[config.mk]
export PLATFORM = sky130hd
export DESIGN_NAME = bsd_top
export DESIGN_NICKNAME = d
export VERILOG_FILES = /design/src/hw/bsd_pkg.sv /design/src/hw/bsd_if.sv /design/src/hw/bsd_sampler.sv /design/src/hw/bsd_top.sv
export SDC_FILE = /design/constraint.sdc
export NUM_CORES = 1
export LEC_CHECK = 0
export ABC_AREA = 1
export BUFFER_PORTS_ARGS = -buffer_cell sky130_fd_sc_hd__buf_2
export CORE_ASPECT_RATIO = 1.1
export CORE_MARGIN = 5
export CORE_UTILIZATION = 45
export CTS_CLUSTER_SIZE = 12
export DETAILED_ROUTE_END_ITERATION = 16
export PLACE_DENSITY = 0.74
export SLEW_MARGIN = 20
export SYNTH_ARGS = -nofsm -noshare
export SYNTH_HDL_FRONTEND = slang
export SYNTH_SLANG_ARGS = --single-unit
export TNS_END_PERCENT = 10
[constraint.sdc]
create_clock -name mclk -period 2 [get_ports mclk]
set_input_delay 0 -clock mclk [delete_from_list [all_inputs] [get_ports mclk]]
set_output_delay 0 -clock mclk [all_outputs]
set_load 0.01 [all_outputs]
[src/hw/bsd_pkg.sv]
// Package for the boot strap decoder: field positions, codes and types.
// Assumes a single 50 MHz clock domain and a synchronous active-high reset.
package bsd_pkg;
   localparam int STRAP_W        = 14;
   localparam int BANK_W         = 8;
   localparam int PLL_LSB        = 0;
   localparam int PRI_LSB        = 3;
   localparam int OPT_LSB        = 7;
   localparam int BAK_LSB        = 10;
   localparam int BAK_OPT_BIT    = 13;
   localparam logic [STRAP_W-1:0] STRAP_RST = 14'h0000;
   localparam logic [2:0] PLL_24 = 3'h2;
   localparam logic [2:0] PLL_25 = 3'h3;
   localparam logic [2:0] PLL_26 = 3'h4;
   localparam int I2C_ADDR_LO    = 8'h50;
   localparam int I2C_ADDR_HI    = 8'h51;
   localparam int XSPI_OP_LO     = 8'h0B;
   localparam int XSPI_OP_HI     = 8'hEE;
   localparam int I2C_HUNG_US    = 1000;
   localparam int CLK_MHZ        = 50;
   localparam int I2C_HUNG_CYC   = I2C_HUNG_US * CLK_MHZ;

   typedef enum logic [1:0] {
      BSD_REF_RSVD, BSD_REF_24, BSD_REF_25, BSD_REF_26
   } bsd_ref_t;

   typedef enum logic [3:0] {
      BSD_P_SNAND, BSD_P_OSPI, BSD_P_QSPI, BSD_P_SPI,
      BSD_P_RGMII, BSD_P_RMII, BSD_P_I2C, BSD_P_UART,
      BSD_P_SD, BSD_P_MMC, BSD_P_USB, BSD_P_RSV0,
      BSD_P_RSV1, BSD_P_FXSPI, BSD_P_XSPI, BSD_P_NOBOOT
   } bsd_pri_t;

   typedef enum logic [2:0] {
      BSD_B_NONE, BSD_B_USB, BSD_B_RSV, BSD_B_UART,
      BSD_B_ETH, BSD_B_SD, BSD_B_SPI, BSD_B_I2C
   } bsd_bak_t;
endpackage

[src/hw/bsd_if.sv]
// Interface carrying the latched strap word from the sampler to the decoder.
// Assumes both ends run on mclk.
`timescale 1ns/1ns
interface bsd_if;
   logic [13:0] strap;
   logic        valid;
   modport src (output strap, output valid);
   modport dst (input strap, input valid);
endinterface

[src/hw/bsd_sampler.sv]
// Strap sampler: synchronises both banks and latches them at reset release.
// Assumes switch levels are static and asynchronous to mclk.
`timescale 1ns/1ns
module bsd_sampler
   import bsd_pkg::*;
(
   input  wire logic               mclk,
   input  wire logic               reset,
   input  wire logic [BANK_W-1:0]  low_switch_bank,
   input  wire logic [BANK_W-1:0]  high_switch_bank,
   bsd_if.src                      sb
);
   logic [15:0] s1_r, s2_r;
   logic [1:0]  dly_r;
   logic [13:0] strap_r, strap_nxt;
   logic        valid_r, valid_nxt;

   always_comb
   begin
      strap_nxt = strap_r;
      valid_nxt = valid_r;
      // Two cycles after release both synchroniser stages hold settled levels.
      if (!valid_r && dly_r == 2'h2)
      begin
         strap_nxt = s2_r[STRAP_W-1:0];
         valid_nxt = 1'b1;
      end
   end

   always_ff @(posedge mclk)
   begin
      s1_r <= {high_switch_bank, low_switch_bank};
      s2_r <= s1_r;
      if (reset)
      begin
         dly_r   <= 2'h0;
         strap_r <= STRAP_RST;
         valid_r <= 1'b0;
      end
      else
      begin
         if (dly_r != 2'h2)
            dly_r <= dly_r + 2'h1;
         strap_r <= strap_nxt;
         valid_r <= valid_nxt;
      end
   end

   assign sb.strap = strap_r;
   assign sb.valid = valid_r;

   property p_hold;
      @(posedge mclk) disable iff (reset)
      valid_r |=> (valid_r && $stable(strap_r));
   endproperty
   a_hold: assert property (p_hold)
      else $error("strap changed after latch");
endmodule // bsd_sampler

[src/hw/bsd_top.sv]
// Boot strap decoder top: turns the latched strap word into boot settings.
// Assumes switch ON reads as 1 and straps are static through reset.
`timescale 1ns/1ns
module bsd_top
   import bsd_pkg::*;
(
   input  wire logic               mclk,
   input  wire logic               reset,
   input  wire logic [BANK_W-1:0]  low_switch_bank,
   input  wire logic [BANK_W-1:0]  high_switch_bank,
   output logic                    cfg_valid,
   output bsd_ref_t                pll_ref,
   output bsd_pri_t                primary_src,
   output logic                    nand_width_override,
   output logic                    nand_wide_width_select,
   output logic [1:0]              nand_lanes_log2,
   output logic                    chip_select,
   output logic                    spi_mode3,
   output logic                    link_from_status,
   output logic                    reference_clock_output,
   output logic                    rmii_clock_source,
   output logic                    i2c_bus_reset_en,
   output logic [7:0]              i2c_target_addr,
   output logic [31:0]             i2c_hung_cycles,
   output logic                    filesystem_or_raw_select,
   output logic                    usb_core_low_volt,
   output logic                    usb_dfu,
   output logic                    usb_lane_swap,
   output logic                    xspi_discovery_en,
   output logic [7:0]              xspi_read_opcode,
   output logic                    xspi_ddr_mode,
   output logic                    thumb_mode,
   output logic                    no_boot,
   output bsd_bak_t                backup_src,
   output logic                    backup_opt,
   output logic                    bak_chip_select,
   output logic                    bak_spi_mode3,
   output logic                    bak_i2c_addr_hi,
   output logic                    bak_i2c_bus_reset_skip,
   output logic                    bak_usb_low_volt,
   output logic                    bak_usb_lane_swap,
   output logic                    bak_link_from_status,
   output logic                    bak_clock_output,
   output logic                    bak_clock_source
);
   import bsd_pkg::*;

   bsd_if sb ();

   bsd_sampler u_smp
   (
      .mclk             (mclk),
      .reset            (reset),
      .low_switch_bank  (low_switch_bank),
      .high_switch_bank (high_switch_bank),
      .sb               (sb)
   );

   // Primary options are qualified by the selected source so that bits
   // meaning something else for another source never leak out.
   function automatic logic sel(input bsd_pri_t p, input bsd_pri_t want,
                                input logic b);
      sel = (p == want) ? b : 1'b0;
   endfunction

   typedef struct packed {
      logic       valid;
      bsd_ref_t   pref;
      bsd_pri_t   pri;
      logic       nwo, nws;
      logic [1:0] nl;
      logic       cs, m3, lst, clko, csrc, ibr;
      logic [7:0] ia;
      logic       fsr, ucv, udfu, uls, xd;
      logic [7:0] xo;
      logic       xm, th, nb;
      bsd_bak_t   bak;
      logic       bo;
   } bsd_cfg_t;

   bsd_cfg_t cfg_r, cfg_nxt;
   logic [13:0] w;
   logic b7, b8, b9;
   bsd_pri_t p;

   always_comb
   begin
      w   = sb.strap;
      b7  = w[OPT_LSB];
      b8  = w[OPT_LSB+1];
      b9  = w[OPT_LSB+2];
      p   = bsd_pri_t'(w[PRI_LSB+3:PRI_LSB]);
      cfg_nxt = cfg_r;
      if (sb.valid && !cfg_r.valid)
      begin
         cfg_nxt.valid = 1'b1;
         case (w[PLL_LSB+2:PLL_LSB])
            PLL_24:  cfg_nxt.pref = BSD_REF_24;
            PLL_25:  cfg_nxt.pref = BSD_REF_25;
            PLL_26:  cfg_nxt.pref = BSD_REF_26;
            default: cfg_nxt.pref = BSD_REF_RSVD;
         endcase
         cfg_nxt.pri  = p;
         cfg_nxt.nwo  = sel(p, BSD_P_SNAND, b8);
         cfg_nxt.nws  = sel(p, BSD_P_SNAND, b7 & ~b8);
         cfg_nxt.nl   = (p != BSD_P_SNAND) ? 2'h0 :
                        b8 ? 2'h0 : (b7 ? 2'h2 : 2'h3);
         cfg_nxt.cs   = (p == BSD_P_OSPI || p == BSD_P_QSPI ||
                         p == BSD_P_SPI) ? b7 : 1'b0;
         cfg_nxt.m3   = sel(p, BSD_P_SPI, b8);
         cfg_nxt.lst  = sel(p, BSD_P_RGMII, b7);
         cfg_nxt.clko = sel(p, BSD_P_RMII, b9);
         cfg_nxt.csrc = sel(p, BSD_P_RMII, b8);
         cfg_nxt.ibr  = sel(p, BSD_P_I2C, ~b9);
         cfg_nxt.ia   = (p == BSD_P_I2C && b7) ? 8'(I2C_ADDR_HI)
                                               : 8'(I2C_ADDR_LO);
         cfg_nxt.fsr  = sel(p, BSD_P_SD, b7);
         cfg_nxt.ucv  = sel(p, BSD_P_USB, b9);
         cfg_nxt.udfu = sel(p, BSD_P_USB, ~b8);
         cfg_nxt.uls  = sel(p, BSD_P_USB, b7);
         cfg_nxt.xd   = sel(p, BSD_P_XSPI, b9);
         cfg_nxt.xo   = (p == BSD_P_XSPI && b8) ? 8'(XSPI_OP_HI)
                                                : 8'(XSPI_OP_LO);
         cfg_nxt.xm   = sel(p, BSD_P_XSPI, b7);
         cfg_nxt.th   = sel(p, BSD_P_NOBOOT, b8);
         cfg_nxt.nb   = sel(p, BSD_P_NOBOOT, b7);
         cfg_nxt.bak  = bsd_bak_t'(w[BAK_LSB+2:BAK_LSB]);
         cfg_nxt.bo   = w[BAK_OPT_BIT];
      end
   end

   always_ff @(posedge mclk)
   begin
      if (reset)
         cfg_r <= '0;
      else
         cfg_r <= cfg_nxt;
   end

   // Backup defaults are constants except bak_clock_source, set when the backup
   // source is BSD_B_ETH; all are registered to keep every output on a flip-flop.
   logic [8:0] bk_r, bk_nxt;
   always_comb
   begin
      bk_nxt = 9'h000;
      bk_nxt[0] = 1'b0;
      bk_nxt[1] = 1'b0;
      bk_nxt[2] = 1'b0;
      bk_nxt[3] = 1'b0;
      bk_nxt[4] = 1'b0;
      bk_nxt[5] = 1'b0;
      bk_nxt[6] = 1'b0;
      bk_nxt[7] = 1'b0;
      bk_nxt[8] = (cfg_r.bak == BSD_B_ETH);
   end

   always_ff @(posedge mclk)
   begin
      if (reset)
         bk_r <= 9'h000;
      else
         bk_r <= bk_nxt;
   end

   logic [31:0] hung_r;
   always_ff @(posedge mclk)
   begin
      if (reset)
         hung_r <= 32'h0;
      else
         hung_r <= cfg_r.ibr ? 32'(I2C_HUNG_CYC) : 32'h0;
   end

   assign cfg_valid              = cfg_r.valid;
   assign pll_ref                = cfg_r.pref;
   assign primary_src            = cfg_r.pri;
   assign nand_width_override    = cfg_r.nwo;
   assign nand_wide_width_select = cfg_r.nws;
   assign nand_lanes_log2        = cfg_r.nl;
   assign chip_select            = cfg_r.cs;
   assign spi_mode3              = cfg_r.m3;
   assign link_from_status       = cfg_r.lst;
   assign reference_clock_output = cfg_r.clko;
   assign rmii_clock_source      = cfg_r.csrc;
   assign i2c_bus_reset_en       = cfg_r.ibr;
   assign i2c_target_addr        = cfg_r.ia;
   assign i2c_hung_cycles        = hung_r;
   assign filesystem_or_raw_select = cfg_r.fsr;
   assign usb_core_low_volt      = cfg_r.ucv;
   assign usb_dfu                = cfg_r.udfu;
   assign usb_lane_swap          = cfg_r.uls;
   assign xspi_discovery_en      = cfg_r.xd;
   assign xspi_read_opcode       = cfg_r.xo;
   assign xspi_ddr_mode          = cfg_r.xm;
   assign thumb_mode             = cfg_r.th;
   assign no_boot                = cfg_r.nb;
   assign backup_src             = cfg_r.bak;
   assign backup_opt             = cfg_r.bo;
   assign bak_chip_select        = bk_r[0];
   assign bak_spi_mode3          = bk_r[1];
   assign bak_i2c_addr_hi        = bk_r[2];
   assign bak_i2c_bus_reset_skip = bk_r[3];
   assign bak_usb_low_volt       = bk_r[4];
   assign bak_usb_lane_swap      = bk_r[5];
   assign bak_link_from_status   = bk_r[6];
   assign bak_clock_output       = bk_r[7];
   assign bak_clock_source       = bk_r[8];

   property p_latch;
      @(posedge mclk) disable iff (reset)
      (sb.valid && !cfg_r.valid) |=> (cfg_r.valid && cfg_r.pri ==
         bsd_pri_t'($past(sb.strap[6:3])));
   endproperty
   a_latch: assert property (p_latch)
      else $error("primary not latched");

   property p_pll;
      @(posedge mclk) disable iff (reset)
      (sb.valid && !cfg_r.valid && sb.strap[2:0] == 3'h3) |=>
         (cfg_r.pref == BSD_REF_25);
   endproperty
   a_pll: assert property (p_pll)
      else $error("pll ref wrong");

   property p_nand;
      @(posedge mclk) disable iff (reset)
      (cfg_r.valid && cfg_r.pri == BSD_P_SNAND && cfg_r.nwo) |->
         (cfg_r.nl == 2'h0 && !cfg_r.nws);
   endproperty
   a_nand: assert property (p_nand)
      else $error("nand width wrong");

   // The reset image is all zeros, so the address default only applies
   // once the settings have been latched.
   property p_i2c;
      @(posedge mclk) disable iff (reset)
      (cfg_r.valid && cfg_r.pri != BSD_P_I2C) |->
         (cfg_r.ia == 8'h50 && !cfg_r.ibr);
   endproperty
   a_i2c: assert property (p_i2c)
      else $error("i2c defaults wrong");

   property p_xspi;
      @(posedge mclk) disable iff (reset)
      (cfg_r.valid && cfg_r.xm) |-> (cfg_r.pri == BSD_P_XSPI);
   endproperty
   a_xspi: assert property (p_xspi)
      else $error("xspi mode leak");

   property p_usb;
      @(posedge mclk) disable iff (reset)
      (sb.valid && !cfg_r.valid && sb.strap[6:3] == BSD_P_USB) |=>
         (usb_dfu == !$past(sb.strap[8]));
   endproperty
   a_usb: assert property (p_usb)
      else $error("usb dfu wrong");

   property p_rmii;
      @(posedge mclk) disable iff (reset)
      (sb.valid && !cfg_r.valid && sb.strap[6:3] == BSD_P_RMII) |=>
         (cfg_r.clko == $past(sb.strap[9]) &&
          cfg_r.csrc == $past(sb.strap[8]));
   endproperty
   a_rmii: assert property (p_rmii)
      else $error("rmii options wrong");

   property p_bak;
      @(posedge mclk) disable iff (reset)
      cfg_r.valid |=> $stable(cfg_r.bak) && bk_r[7:0] == 8'h00 &&
         bk_r[8] == (cfg_r.bak == BSD_B_ETH);
   endproperty
   a_bak: assert property (p_bak)
      else $error("backup default wrong");

   // Two synchroniser stages plus the latch put the settings out on the
   // fourth edge after release; anything earlier would read unsettled pins.
   property p_rel;
      @(posedge mclk) disable iff (reset)
      $fell(reset) |-> ##3 !cfg_r.valid ##1 cfg_r.valid;
   endproperty
   a_rel: assert property (p_rel)
      else $error("sample timing wrong");

   property p_hold;
      @(posedge mclk) disable iff (reset)
      cfg_r.valid |=> cfg_r == $past(cfg_r);
   endproperty
   a_hold: assert property (p_hold)
      else $error("config changed");
endmodule // bsd_top

==> impl_results.md, run 1 <==
* Outcome: complete, no violations
* CP peak stage delay at 0.30 ns
* Commonest cells after routing, fill and taps aside: dfxtp_1, buf_2, nand2_1
* Routed wire length at 5110 µm
* Pwr per Cell Area at 1220 mW/mm²
* Met1 usage at 0.147
* Max Cap Viol at 0
* Clock Latency Late Sink at 0.34 ns
* Row count at 30
* Pre-Repair DR Iteration Count at 4
* Crit-path most repeated cell: inv_2
* Number of global-route vias before repair at 1854
* Peak VDD IR at 668 µV
* IO buf count at 61
* Die area at 0.00805 mm²
* Crit Reg-Reg Startpoint: u_smp.dly_r[0]$_SDFFE_PP0P_
* Chip Width at 86 µm
* Clk slew on worst S/H paths at 0.08 ns
* YS warnings at 0
* NumNets Final at 406
* Syn Area/Cell at 8.82 µm²
* Hold depth at 4
* TritonCTS Buffers at 9
* Reg2reg path depth at 7
* Filler cell count at 594
* Worst Hold Path EP: backup_opt$_SDFFE_PP0P_
* Vias per inst at 4.28
* CTS tree: done
* Routing usage on met3 at 0.0388
* DRC Markers at 0
* Final Hold Fails at 0
* Setup Skew at 0.00640 ns
* Buf/Inv on CP at 3
* Gate Count Post-Synth at 324
* Hold path startpoint: reset
* Worst-path fanout max at 23
* Unrepaired setup endpoints after global routing: false
* Worst Path Required at 2.22 ns
* Die height at 93.6 µm
* #FFs+latches synth at 79
* Post-synthesis xor/xnor area fraction at 0
* Critical path's top delay family: buffers and inverters
* Max Clock Freq at 685 MHz
* Initial antenna violation count at 0
* CP Class: reg2reg
* Util after Layout at 0.533
* GR met2 Demand/Resource at 0.217
* Commonest non-fill, non-tap cell in the layout: dfxtp_1
* Mux cell area share after synthesis at 0
* Post-synthesis cell area at 0.00286 mm²
* I/O pin total at 104
* Finish-stage setup viols at 0
* Critical Path End Type: register
* ANT cells at 0
* Post-Synth Adder-Cell Area at 0.00438
* Vias at 2021
* Placed instance area at 0.00295 mm²
* LEAKAGE at 1.52 nW
* Layout cells sized above 1 at 0.230
* Initial Util at 0.462
* Slowest-stage cell, CP: dfxtp_1
* Compound-Gate Fraction of Synth Area at 0.120
* Routed WL per cell at 10.8 µm
* Setup TNS at 0 ns
* Area grow syn2layout at 15.5%
* Slew Limit Fails at 0
* CP Cell Sequence: inv_1, ha_1, inv_2, nor2_2, inv_2, o21ai_0, a21oi_1
* Global Route Usage Sum at 0.132
* Largest net degree at the start of global routing at 26
* CTS resizes at 0
* Global route hottest layer: met2
* Placer congestion estimate at 0.801
* Hold Crit Class: in2reg
* CTS HTree Levels at 3
* Grt ovf at 0
* Setup slack, reg-to-reg at 0.54 ns
* Dpl hpwl at 3590 µm
* Root buf cell: clkbuf_8
* Starting DRC count in detailed routing at 99
* Crit path launch type: register
* Detail Route Antenna Nets at 0
* Clock Path Buffers at 2
* Final period util at 0.730
* CP arrival at 1.68 ns
* Register area share after synthesis at 0.553
* RR Endpoint: u_smp.sb.strap[3]$_SDFFE_PP0P_
* Cell area after layout at 0.00330 mm²
* Post-Synth Simple-Gate Area at 0.127
* Clock sinks at 79
* Final min period at 1.46 ns
* Largest family of logic cells by synthesized area: buffers and inverters
* First-pass GRT wire length at 8290 µm
* Core area at 0.00619 mm²
* Synth cell types at 21
==> cell families (layout without fill, tap and decap cells) <==
family	count (synthesis)	count (layout)
DFF	79	79
AOI/OAI and AO/OA	68	68
and+or+nand+nor	89	89
other	1	40
adders and majority gates	1	1
buffers and inverters	86	115
==> worst register-to-register path: cells and delay by family (launching register included) <==
| kind | cells | cell delay [ns] |
|---|---|---|
| adder cells (fa/ha/maj) | 1 | 0.20 |
| flip-flops | 1 | 0.30 |
| AO/OA/AOI/OAI | 2 | 0.29 |
| AND/OR/NAND/NOR | 1 | 0.21 |
| buffers and inverters | 3 | 0.35 |
==> layer usage <==
layer | routed length [µm] | vias to the layer above
met2 | 2340 | 85
met3 | 533 | 8
met5 | 0 | -
met1 | 2150 | 871
met4 | 87 | 0
li1 | - | 1057
==> synth_stat cells <==
master,count,area (µm²)
a21oi_1,39,195
buf_4,52,390
nand2_2,2,12.5
nor2_2,2,12.5
nor2_4,1,11.3
o21ai_1,10,50.1
o21ai_0,18,90.1
nand4_1,2,12.5
nand2_1,45,169
conb_1,1,3.75
o21bai_1,1,7.51
nor4_1,1,6.26
buf_2,5,25.0
inv_2,6,22.5
inv_1,16,60.1
clkbuf_1,3,11.3
ha_1,1,12.5
dfxtp_1,79,1580
buf_6,4,45.0
nand3_1,4,20.0
nor2_1,32,120
==> what timing repair did <==
item | in CTS | in global routing
setup buffers | 0 | 0
hold endpoints to repair | 14 | 0
hold buffers | 14 | 0
==> worst max-delay path by stage <==
stage                                           start                        endpoint  slack [ns]  cells after the start
after CTS                 u_smp.dly_r[0]$_SDFFE_PP0P_  u_smp.sb.strap[3]$_SDFFE_PP0P_        0.54                      7
after global routing      u_smp.dly_r[0]$_SDFFE_PP0P_  u_smp.sb.strap[2]$_SDFFE_PP0P_        0.39                      7
after floorplan           u_smp.dly_r[0]$_SDFFE_PP0P_  u_smp.sb.strap[4]$_SDFFE_PP0P_        0.77                      8
after detailed placement  u_smp.dly_r[0]$_SDFFE_PP0P_  u_smp.sb.strap[3]$_SDFFE_PP0P_        0.57                      7
after global placement    u_smp.dly_r[0]$_SDFFE_PP0P_  u_smp.sb.strap[3]$_SDFFE_PP0P_        0.64                      7
final                     u_smp.dly_r[0]$_SDFFE_PP0P_  u_smp.sb.strap[3]$_SDFFE_PP0P_        0.54                      7
==> stage by stage <==
stage          instances  hold WS [ns]  total power [mW]  setup slack [ns]
3_5_place_dp         442         0.104              2.85             0.566
4_1_cts              472        0.0925              4.06             0.540
2_1_floorplan        363        0.0277              2.73             0.774
3_3_place_gp         442         0.103              2.82             0.643
6_report             472         0.110              4.01             0.540
5_1_grt              472         0.132              4.28             0.393
==> state kept, by name, indices dropped and copies added, names as in the netlist, 3 cells and up <==
register,count
u_smp.s1_r,14
backup_src,3
primary_src,4
u_smp.s2_r,14
u_smp.sb.strap,14
==> layout make-up <==
cell class	count	area (µm²)	area share
flip-flops and latches	79	1580	0.479
clock inverters	5	56.3	0.0171
well taps	80	100	0.0303
multi-input cells	198	870	0.263
inverters	22	82.6	0.0250
repair buffers	77	460	0.139
clock buffers	11	151	0.0459
==> power by group <==
| part | internal, mW | switching [mW] |
|---|---|---|
| Clock | 0.642 | 0.543 |
| Sequential | 1.81 | 0.140 |
| Combinational | 0.297 | 0.582 |
Note: power is estimated with default switching activity, not from simulation.
==> run 2: changes to the inputs <==
Settings changed: CORE_UTILIZATION 45 to 44, PLACE_DENSITY 0.74 to 0.75.
Clock period 2 ns to 1.3 ns, I/O delays scaled along.
==> impl_results.md, run 2 (same netlist as run 1, synthesis figures left out) <==
* Max Cap Viol at 0
* Slew Limit Fails at 0
* Area grow syn2layout at 20.0%
* Hold Crit Class: in2reg
* Vias per inst at 4.30
* Placer congestion estimate at 0.856
* First-pass GRT wire length at 8270 µm
* Initial antenna violation count at 0
* Clk slew on worst S/H paths at 0.07 ns
* Largest net degree at the start of global routing at 26
* CP Cell Sequence: inv_2, ha_4, inv_2, nor2_4, buf_4, inv_4, nor2_1, nor2_1
* Die height at 94.5 µm
* CTS tree: done
* I/O pin total at 104
* Worst Path Required at 1.54 ns
* Register Area at 0.00158 mm²
* Routed WL per cell at 10.9 µm
* DRC Markers at 0
* Pre-Repair DR Iteration Count at 5
* Outcome: complete, no violations
* Starting DRC count in detailed routing at 81
* Unrepaired setup endpoints after global routing: true
* Finish-stage setup viols at 0
* Critical Path End Type: register
* Slowest-stage cell, CP: dfxtp_1
* Critical path's top delay family: buffers and inverters
* LEAKAGE at 1.58 nW
* Grt ovf at 0
* Clock Path Buffers at 2
* TritonCTS Buffers at 9
* CTS HTree Levels at 3
* Row count at 30
* Max Clock Freq at 813 MHz
* Final Hold Fails at 0
* IO buf count at 61
* Number of global-route vias before repair at 1859
* NumNets Final at 419
* Initial Util at 0.459
* Global Route Usage Sum at 0.128
* Root buf cell: clkbuf_8
* Fin cells at 485
* Multi-input gate area at 887 µm²
* Vias at 2087
* Filler cell count at 567
* Clock sinks at 79
* Final period util at 0.946
* ANT cells at 0
* Setup TNS at 0 ns
* Dpl hpwl at 3690 µm
* Commonest cells after routing, fill and taps aside: dfxtp_1, buf_2, nand2_1
* Chip Width at 86.9 µm
* Detail Route Antenna Nets at 0
* Core area at 0.00623 mm²
* CP peak stage delay at 0.31 ns
* Commonest non-fill, non-tap cell in the layout: dfxtp_1
* Die area at 0.00821 mm²
* Crit path launch type: register
* Buf/Inv on CP at 4
* Peak VDD IR at 1060 µV
* CP arrival at 1.47 ns
* Worst-path fanout max at 11
* Final min period at 1.23 ns
* Pwr per Cell Area at 1900 mW/mm²
* CP Class: reg2reg
* Setup Skew at 0.00849 ns
* Layout cells sized above 1 at 0.262
* Dpl cells at 449
* Routed wire length at 5270 µm
* Clock Latency Late Sink at 0.34 ns
## run 2: area by class of cell
| class | count | share of cell area |
|---|---|---|
| repair buffers | 88 | 0.159 |
| repair inverters | 2 | 0.00365 |
| flip-flops and latches | 79 | 0.462 |
| clock inverters | 6 | 0.0248 |
| well taps | 80 | 0.0292 |
| inverters | 22 | 0.0255 |
| clock buffers | 10 | 0.0372 |
| multi-input cells | 198 | 0.259 |
## run 2: power breakdown
part / switching, mW / total, mW / internal (mW) / leakage, nW
combinational: 0.973 / 1.61 / 0.635 / 0.822
clock: 0.836 / 1.91 / 1.07 / 0.102
sequential: 0.222 / 3.01 / 2.79 / 0.652
## run 2: worst paths after layout
| kind | from | endpoint | slack, ns | depth (start not counted) |
|---|---|---|---|---|
| max | u_smp.dly_r[0]$_SDFFE_PP0P_ | u_smp.sb.strap[10]$_SDFFE_PP0P_ | 0.07 | 8 |
| max reg2reg | u_smp.dly_r[0]$_SDFFE_PP0P_ | u_smp.sb.strap[10]$_SDFFE_PP0P_ | 0.07 | 8 |
| min | reset | backup_src[0]$_SDFFE_PP0P_ | 0.10 | 4 |
| min reg2reg | u_smp.s1_r[11]$_DFF_P_ | u_smp.s2_r[11]$_DFF_P_ | 0.33 | 0 |
## run 2: tightest hold or removal path: stages
cell     delay, ns
buf_2         0.10
inv_2         0.14
o21ai_0       0.12
nor2_1        0.04
## run 2: stage by stage
stage                     total power [mW]  utilization  worst slack, ns  hold slack [ns]  area (µm²)
after floorplan                       4.20            -           0.0736           0.0277        3010
after global placement                4.44        0.483          0.00938            0.104        3010
after detailed placement              4.48        0.483          -0.0667            0.104        3010
after CTS                             6.43        0.540           0.0446           0.0907        3370
after global routing                  6.93        0.551          -0.0453            0.133        3430
final                                 6.53        0.551           0.0696            0.101        3430
## run 2: repair_timing
item                       CTS  global route
hold endpoints to repair    14             0
setup buffers                0             4
setup endpoints to repair   10            19
pin swaps                    0             2
gates cloned                 0             2
gates resized for setup      2            13
hold buffers                14             0
## run 2: metal layers
layer	vias up	wire length, µm	GRT usage
li1	1088	-	-
met1	907	2090	0.146
met2	84	2510	0.209
met3	8	575	0.0393
met4	0	88	0.0779
met5	-	0	0
